===== config.mk =====
export PLATFORM = sky130hd
export DESIGN_NAME = adcseq_top
export DESIGN_NICKNAME = d
export VERILOG_FILES = /design/src/rtl/adcseq_pkg.sv /design/src/rtl/adcseq_top.sv
export VERILOG_INCLUDE_DIRS = /design/src /design/src/rtl
export SDC_FILE = /design/constraint.sdc
export NUM_CORES = 1
export LEC_CHECK = 0
export ABC_AREA = 1
export BUFFER_PORTS_ARGS = -buffer_cell sky130_fd_sc_hd__buf_2
export CORE_MARGIN = 5
export CORE_UTILIZATION = 50
export DETAILED_ROUTE_END_ITERATION = 7
export GPL_ROUTABILITY_DRIVEN = 0
export GPL_TIMING_DRIVEN = 0
export PLACE_DENSITY = 0.68
export SETUP_SLACK_MARGIN = 0.1
export SYNTH_ARGS = -nofsm -noshare
export SYNTH_HDL_FRONTEND = slang
export SYNTH_SLANG_ARGS = --single-unit
export TNS_END_PERCENT = 30

===== constraint.sdc =====
create_clock -name CLK -period 3.7 [get_ports CLK]
set_input_delay 0.37 -clock CLK [delete_from_list [all_inputs] [get_ports CLK]]
set_output_delay 0.37 -clock CLK [all_outputs]
set_load 0.03 [all_outputs]

===== src/rtl/adcseq_regs.svh =====
// Purpose: Register offsets, fields and timing counts of the conversion sequencer
// Assumes: Word-indexed plain register port
// Notes: Constants only
`ifndef ADCSEQ_REGS_SVH
`define ADCSEQ_REGS_SVH
`define ADCSEQ_ADDR_W 4
`define ADCSEQ_OFF_CTRL 4'h0
`define ADCSEQ_OFF_STAT 4'h1
`define ADCSEQ_OFF_RES 4'h2
`define ADCSEQ_OFF_DIV 4'h3
`define ADCSEQ_CTRL_START 0
`define ADCSEQ_CTRL_MODE_LO 1
`define ADCSEQ_CTRL_RES8 3
`define ADCSEQ_CTRL_MUXCHG 4
`define ADCSEQ_STAT_DONE 0
`define ADCSEQ_STAT_BUSY 1
`define ADCSEQ_STAT_VALID 2
`define ADCSEQ_PRIME_CNT 2'h3
`define ADCSEQ_DIV_RST 16'h00cf
`define ADCSEQ_SMP12_MIN 16'h00cf
`define ADCSEQ_SMP8_MIN 16'h0067
`endif


===== src/rtl/adcseq_pkg.sv =====
// Purpose: Types of the conversion sequencer
// Assumes: Constants live in adcseq_regs.svh
// Notes: None
package adcseq_pkg;
  typedef enum logic [1:0] {
    ADCSEQ_SINGLE = 2'b00,
    ADCSEQ_MULTI = 2'b01,
    ADCSEQ_CONT = 2'b10,
    ADCSEQ_TURBO = 2'b11
  } adcseq_mode_e;
  typedef enum logic [1:0] {
    ADCSEQ_IDLE = 2'b00,
    ADCSEQ_PRIME = 2'b01,
    ADCSEQ_RUN = 2'b10,
    ADCSEQ_WAIT = 2'b11
  } adcseq_state_e;
  typedef struct packed {
    logic [3:0] addr;
    logic [15:0] wdata;
    logic wr;
    logic rd;
  } adcseq_bus_s;
endpackage : adcseq_pkg


===== src/rtl/adcseq_top.sv =====
// Purpose: Conversion sequencing for a delta-sigma converter
// Assumes: Modulator word on MOD_DATA is sampled once per conversion period on CLK
// Notes: Period register sets cycles per conversion
`timescale 1ns/100ps
`include "adcseq_regs.svh"
module adcseq_top
  import adcseq_pkg::*;
(
  // Clock and reset
  input wire logic CLK,
  input wire logic SRST,
  // Register port
  input wire logic [3:0] ADDR,
  input wire logic [15:0] WDATA,
  input wire logic WR,
  input wire logic RD,
  output logic [15:0] RDATA,
  // Modulator stream
  input wire logic [11:0] MOD_DATA,
  // Conversion handshake
  input wire logic CONVERSION_TRIGGER_IN,
  output logic CONVERSION_DONE_OUT,
  output logic MOD_RESET
);
  adcseq_bus_s bus;
  adcseq_state_e state_r, state_nxt;
  adcseq_mode_e mode_r;
  logic res8_r;
  logic [15:0] div_r;
  logic [15:0] tick_cnt_r;
  logic conv_end;
  logic [1:0] prime_r;
  logic [1:0] mux_cnt_r;
  logic mux_valid_r;
  logic [11:0] tap_r [0:3];
  logic [13:0] sum;
  logic [11:0] result_r;
  logic done_r;
  logic trig_s1_r, trig_s2_r, trig_d_r;
  logic trig_rise;
  logic start_w;
  logic res_read;
  logic new_result;
  logic mod_reset_r;

  assign bus = '{addr: ADDR, wdata: WDATA, wr: WR, rd: RD};

  // Trigger synchroniser and edge detect
  always_ff @(posedge CLK) begin
    if (SRST) begin
      trig_s1_r <= 1'b0;
      trig_s2_r <= 1'b0;
      trig_d_r <= 1'b0;
    end else begin
      trig_s1_r <= CONVERSION_TRIGGER_IN;
      trig_s2_r <= trig_s1_r;
      trig_d_r <= trig_s2_r;
    end
  end
  assign trig_rise = trig_s2_r & ~trig_d_r;
  assign start_w = (bus.wr && bus.addr == `ADCSEQ_OFF_CTRL
                    && bus.wdata[`ADCSEQ_CTRL_START]) || trig_rise;
  assign res_read = bus.rd && bus.addr == `ADCSEQ_OFF_RES;

  // Control registers
  always_ff @(posedge CLK) begin
    if (SRST) begin
      mode_r <= ADCSEQ_SINGLE;
      res8_r <= 1'b0;
      div_r <= `ADCSEQ_DIV_RST;
    end else if (bus.wr && bus.addr == `ADCSEQ_OFF_CTRL) begin
      mode_r <= adcseq_mode_e'(bus.wdata[`ADCSEQ_CTRL_MODE_LO +: 2]);
      res8_r <= bus.wdata[`ADCSEQ_CTRL_RES8];
    end else if (bus.wr && bus.addr == `ADCSEQ_OFF_DIV) begin
      if (bus.wdata[`ADCSEQ_CTRL_RES8 - 3 +: 16] < (res8_r ? `ADCSEQ_SMP8_MIN
          : `ADCSEQ_SMP12_MIN))
        div_r <= res8_r ? `ADCSEQ_SMP8_MIN : `ADCSEQ_SMP12_MIN;
      else
        div_r <= bus.wdata;
    end
  end

  // Conversion period counter
  always_ff @(posedge CLK) begin
    if (SRST || state_r == ADCSEQ_IDLE || state_r == ADCSEQ_WAIT)
      tick_cnt_r <= 16'h0000;
    else if (conv_end)
      tick_cnt_r <= 16'h0000;
    else
      tick_cnt_r <= tick_cnt_r + 16'h0001;
  end
  assign conv_end = (state_r == ADCSEQ_PRIME || state_r == ADCSEQ_RUN)
                    && tick_cnt_r == div_r;

  // Sequencer
  always_comb begin
    state_nxt = state_r;
    case (state_r)
      ADCSEQ_IDLE: begin
        if (start_w)
          state_nxt = ADCSEQ_PRIME;
      end
      ADCSEQ_PRIME: begin
        if (conv_end && prime_r == `ADCSEQ_PRIME_CNT - 2'h1)
          state_nxt = ADCSEQ_RUN;
      end
      ADCSEQ_RUN: begin
        if (conv_end) begin
          case (mode_r)
            ADCSEQ_SINGLE: state_nxt = ADCSEQ_WAIT;
            ADCSEQ_CONT: state_nxt = ADCSEQ_RUN;
            default: state_nxt = ADCSEQ_PRIME;
          endcase
        end
      end
      ADCSEQ_WAIT: begin
        if (res_read || !done_r)
          state_nxt = ADCSEQ_IDLE;
      end
      default: state_nxt = ADCSEQ_IDLE;
    endcase
  end

  always_ff @(posedge CLK) begin
    if (SRST)
      state_r <= ADCSEQ_IDLE;
    else
      state_r <= state_nxt;
  end

  // Priming count
  always_ff @(posedge CLK) begin
    if (SRST || state_r != ADCSEQ_PRIME)
      prime_r <= 2'h0;
    else if (conv_end)
      prime_r <= prime_r + 2'h1;
  end

  // Modulator reset in idle and between multi and turbo samples
  always_ff @(posedge CLK) begin
    if (SRST)
      mod_reset_r <= 1'b1;
    else
      mod_reset_r <= state_nxt == ADCSEQ_IDLE
                     || (state_r == ADCSEQ_RUN && state_nxt == ADCSEQ_PRIME);
  end

  // Decimator taps
  always_ff @(posedge CLK) begin
    if (SRST || mod_reset_r) begin
      for (int i = 0; i < 4; i++)
        tap_r[i] <= 12'h000;
    end else if (conv_end) begin
      tap_r[0] <= MOD_DATA;
      for (int i = 1; i < 4; i++)
        tap_r[i] <= tap_r[i-1];
    end
  end
  assign sum = {2'b00, tap_r[0]} + {2'b00, tap_r[1]} + {2'b00, tap_r[2]}
               + {2'b00, MOD_DATA};
  assign new_result = state_r == ADCSEQ_RUN && conv_end;

  // Mux change validity
  always_ff @(posedge CLK) begin
    if (SRST) begin
      mux_cnt_r <= 2'h0;
      mux_valid_r <= 1'b1;
    end else if (bus.wr && bus.addr == `ADCSEQ_OFF_CTRL
                 && bus.wdata[`ADCSEQ_CTRL_MUXCHG]) begin
      mux_cnt_r <= 2'h0;
      mux_valid_r <= 1'b0;
    end else if (conv_end && !mux_valid_r) begin
      mux_cnt_r <= mux_cnt_r + 2'h1;
      mux_valid_r <= mux_cnt_r == 2'h3;
    end
  end

  // Result and done
  always_ff @(posedge CLK) begin
    if (SRST)
      result_r <= 12'h000;
    else if (new_result)
      result_r <= res8_r ? {4'h0, sum[13:6]} : sum[13:2];
  end

  always_ff @(posedge CLK) begin
    if (SRST)
      done_r <= 1'b0;
    else if (new_result)
      done_r <= 1'b1;
    else if (res_read)
      done_r <= 1'b0;
  end

  // Outputs
  always_ff @(posedge CLK) begin
    if (SRST) begin
      CONVERSION_DONE_OUT <= 1'b0;
      MOD_RESET <= 1'b1;
    end else begin
      CONVERSION_DONE_OUT <= new_result || (done_r && !res_read);
      MOD_RESET <= mod_reset_r;
    end
  end

  always_ff @(posedge CLK) begin
    if (SRST)
      RDATA <= 16'h0000;
    else if (bus.rd) begin
      case (bus.addr)
        `ADCSEQ_OFF_CTRL: RDATA <= {11'h000, 1'b0, res8_r, mode_r, 1'b0};
        `ADCSEQ_OFF_STAT: RDATA <= {13'h0000, mux_valid_r,
                                    state_r != ADCSEQ_IDLE, done_r};
        `ADCSEQ_OFF_RES: RDATA <= {4'h0, result_r};
        `ADCSEQ_OFF_DIV: RDATA <= div_r;
        default: RDATA <= 16'h0000;
      endcase
    end else
      RDATA <= 16'h0000;
  end
endmodule : adcseq_top


==> flow_summary.toml <==
[timing]
report.final.hold_viol_count = 0
finalWorstSetupSlack_ps = 467
drv_slew = 0
fin_tns_setup_ps = 0
worst_slew_margin_rel_pct = 43.6
finalClockSkew_ps = 7.94
rsz0062_at_grt = "no"
clock.fmax_mhz = 309
post-route-min-period_ps = 3230
timing_worst_slew_pin_value_ps = 842
fin_hold_ws_ps = 154
setup-violations-final = 0
period_share_pct = 87.4

[place]
post-place-ws_ps = 379
numPortBuffers = 54
dp_hpwl_mm = 11.3
placed_cell_area_sq_um = 6730
place_inst = 1001

[worst_setup_path]
rrSetupSlack_ps = 470
worstSetupPathType = "reg -> reg"
critPathMaxFanout = 5
critical_path.endpoint_type = "flop"
startpoint = "tap_r[0][15]"
regToRegEndpoint = "result_r[6]"
critical_path.reg2reg.startpoint = "tap_r[0][15]"
timing.critical_path.to = "result_r[6]"
worst_ep_arrival_time_ps = 3510
worst-r2r-cell-count = 13
startpoint_type = "flop"
critical_path_required_ps = 3980

[clocking]
cts_repair_resize_count = 0
cts_hold_buf = 0
tritoncts_clock_tree = "built"
cts_root_buf = "sky130_fd_sc_hd__clkbuf_16"
worstSkewPairLatency_ps = 420
numClockSinks = 113
clock_path_buffers = 2
cts_made_buffers = 17
worst_setup_hold_path_clk_slew_ps = 50
post_cts_buffers = 0
htree_num_levels = 4

[routing]
drc = 0
antenna_viol_nets_final = 0
wl_per_cell_um = 14.2
router_iterations_before_antenna_repair = 5
initialDrtViolationCount = 301
vias = 5221
drt_wl_total_mm = 14.7
vias_per_cell = 5.05

[global_routing]
grt_start_max_net_pins = 37
overflow = 0
first_global_vias = 5154
track_usage_pct = 20.9
number_of_antenna_violations_at_the_first_check_in_global_routing = 0
grt_pass1_wl_mm = 24.1

[synthesis]
synth_cell_types = 49
synth_nets = 861
synth.area.top_cells = "sky130_fd_sc_hd__dfxtp_1 25%, sky130_fd_sc_hd__edfxtp_1 17%, sky130_fd_sc_hd__nand2_1 9.3%"
postSynthAreaPerCell_sq_um = 8.02
synth_top_area_share_pct = 24.7
postSynthCellCount = 779
count_of_synthesis_stage_warnings_from_yosys = 0
synth_flop_cell = "sky130_fd_sc_hd__dfxtp_1"
yosysTopAreaCell = "sky130_fd_sc_hd__dfxtp_1"
synth.yosys.seq_area_share_pct = 42.0
edff_count_synth = 36
synth.cell_area_sq_um = 6250
ys_seq_elements = 113
synth-async-reset-ratio_pct = 0

[outcome]
outcome = "complete, no violations"

[job]
max-cap-violations = 0

[worst_hold_path]
holdCritPathClass = "in -> reg"

[power]
vdd.ir_drop.worst_mv = 0.361
power-per-cell-area_nw_per_um2 = 487
leakage_nw = 3.28

[layout]
multi_input_comb_area_sq_um = 2950
flow.area_growth_from_synthesis_pct = 17.2
diode_count = 0
final_cell_count_no_fill = 1033
post-route-cell-area_sq_um = 7320
drive_above_1_share_pct = 14.7
finalNetCount = 934
final-seq-area_sq_um = 2620
fill_cells = 1085

[die]
top_level_i_o_count = 55
initial_utilization_pct = 51.6
die_height_um = 122
die_x_um = 122
total_number_of_placement_rows = 40
placeableCoreArea_sq_um = 12100
die_area_sq_um = 14800
## worst min-delay path by stage
stage / startpoint / to / slack (ps) / cells after the start
finish: CONVERSION_TRIGGER_IN / trig_s1_r / 150 / 3
global route: CONVERSION_TRIGGER_IN / trig_s1_r / 160 / 3
CTS: CONVERSION_TRIGGER_IN / trig_s1_r / 140 / 3
detailed placement: trig_s1_r / trig_s2_r / 410 / 2
global placement: trig_s1_r / trig_s2_r / 400 / 2
floorplan: trig_s1_r / trig_s2_r / 390 / 2
## cell families (layout without fill, tap and decap cells)
kind of cell | Yosys count | after routing | synth area share (%)
XOR/XNOR | 10 | 10 | 1.40
AND/OR/NAND/NOR | 335 | 335 | 24.0
AO/OA/AOI/OAI | 107 | 107 | 9.85
flip-flops | 113 | 113 | 42.0
buffers and inverters | 169 | 255 | 10.9
adder cells (fa/ha/maj) | 45 | 45 | 11.9
## power by group
| group | internal [W] | total [W] | switching, W | leakage [nW] |
|---|---|---|---|---|
| combinational | 0.000210 | 0.000588 | 0.000378 | 1.93 |
| clock | 0.00106 | 0.00163 | 0.000574 | 0.299 |
| sequential | 0.00133 | 0.00134 | 0.0000169 | 1.05 |
| total | 0.00259 | 0.00356 | 0.000968 | 3.28 |
## cell usage after synthesis, drive strengths merged, types with 2 or more instances
cell type / number
o21bai: 5
nand3: 35
or2: 4
dfxtp: 77
ha: 21
nand3b: 2
buf: 7
fa: 24
nor3b: 2
clkbuf: 8
a221oi: 2
nand4: 13
nand2: 157
o211ai: 4
nor2: 98
inv: 154
nor4: 4
a211oi: 8
o21ai: 23
a21oi: 57
xor2: 9
nor3: 19
o22ai: 4
edfxtp: 36
## flip-flops by register name, summed over array words and instances (netlist names)
register             count
trig_s2_r                1
done_r                   1
trig_s1_r                1
tick_cnt_r              16
mode_r                   2
MOD_RESET                1
div_r                   16
tap_r                   36
prime_r                  2
state_r                  2
RDATA                   16
mod_reset_r              1
mux_valid_r              1
mux_cnt_r                2
result_r                12
trig_d_r                 1
res8_r                   1
CONVERSION_DONE_OUT      1
## per-stage QoR
stage | power (W) | util [%]
final | 0.00356 | 60.4
after global routing | 0.00374 | 60.4
after CTS | 0.00358 | 60.4
after detailed placement | 0.00195 | 55.6
after global placement | 0.00193 | 55.5
after floorplan | 0.00181 | -
## final cells by class
cell class	instances	share of cell area (%)
Clock buffer	22	6.63
Buffer	15	1.37
Timing Repair Buffer	54	3.69
Sequential cell	113	35.8
Inverter	154	7.93
Tap cell	168	2.87
Clock inverter	10	1.44
Multi-Input combinational cell	497	40.2
## placed cells by master, fill, tap and decap left out, drive strengths merged
master,netlist,routed
nand2,157,157
a21o,1,1
o21bai,5,5
buf,7,61
fa,24,24
nor4,4,4
ha,21,21
inv,154,155
dfxtp,77,77
o21ai,23,23
bufinv,0,2
nand3b,2,2
edfxtp,36,36
a21boi,1,1
nor3b,2,2
clkinv,0,7
xor2,9,9
clkbuf,8,30
o221ai,1,1
xnor2,1,1
nand4,13,13
o2111ai,1,1
o211ai,4,4
nor2,98,98
o22ai,4,4
nand3,35,35
or2,4,4
a221oi,2,2
nor3,19,19
a211oi,8,8
a21oi,57,57
and2,1,1
## worst max-delay path: stages, from the launching register on
cell and delay, ps:
sky130_fd_sc_hd__edfxtp_1 360, sky130_fd_sc_hd__inv_1 100, sky130_fd_sc_hd__fa_1 440, sky130_fd_sc_hd__fa_1 530, sky130_fd_sc_hd__inv_1 50, sky130_fd_sc_hd__ha_1 370
sky130_fd_sc_hd__nand2_1 60, sky130_fd_sc_hd__o21ai_0 350, sky130_fd_sc_hd__nand3_1 160, sky130_fd_sc_hd__nand2_1 130, sky130_fd_sc_hd__xor2_1 80, sky130_fd_sc_hd__or2_2 270
sky130_fd_sc_hd__nand3_1 110, sky130_fd_sc_hd__a21oi_1 70
## per-layer routing
metal,global-route usage [%],part of all wire (%),routed length (um),up-vias
li1,-,-,-,2628
met4,8.05,2.0,294,0
met3,6.64,5.7,834,32
met1,27.6,47,6860,2407
met2,32.1,46,6690,154
met5,0,0,0,-
No activity file was read; power rests on OpenSTA's default activity.
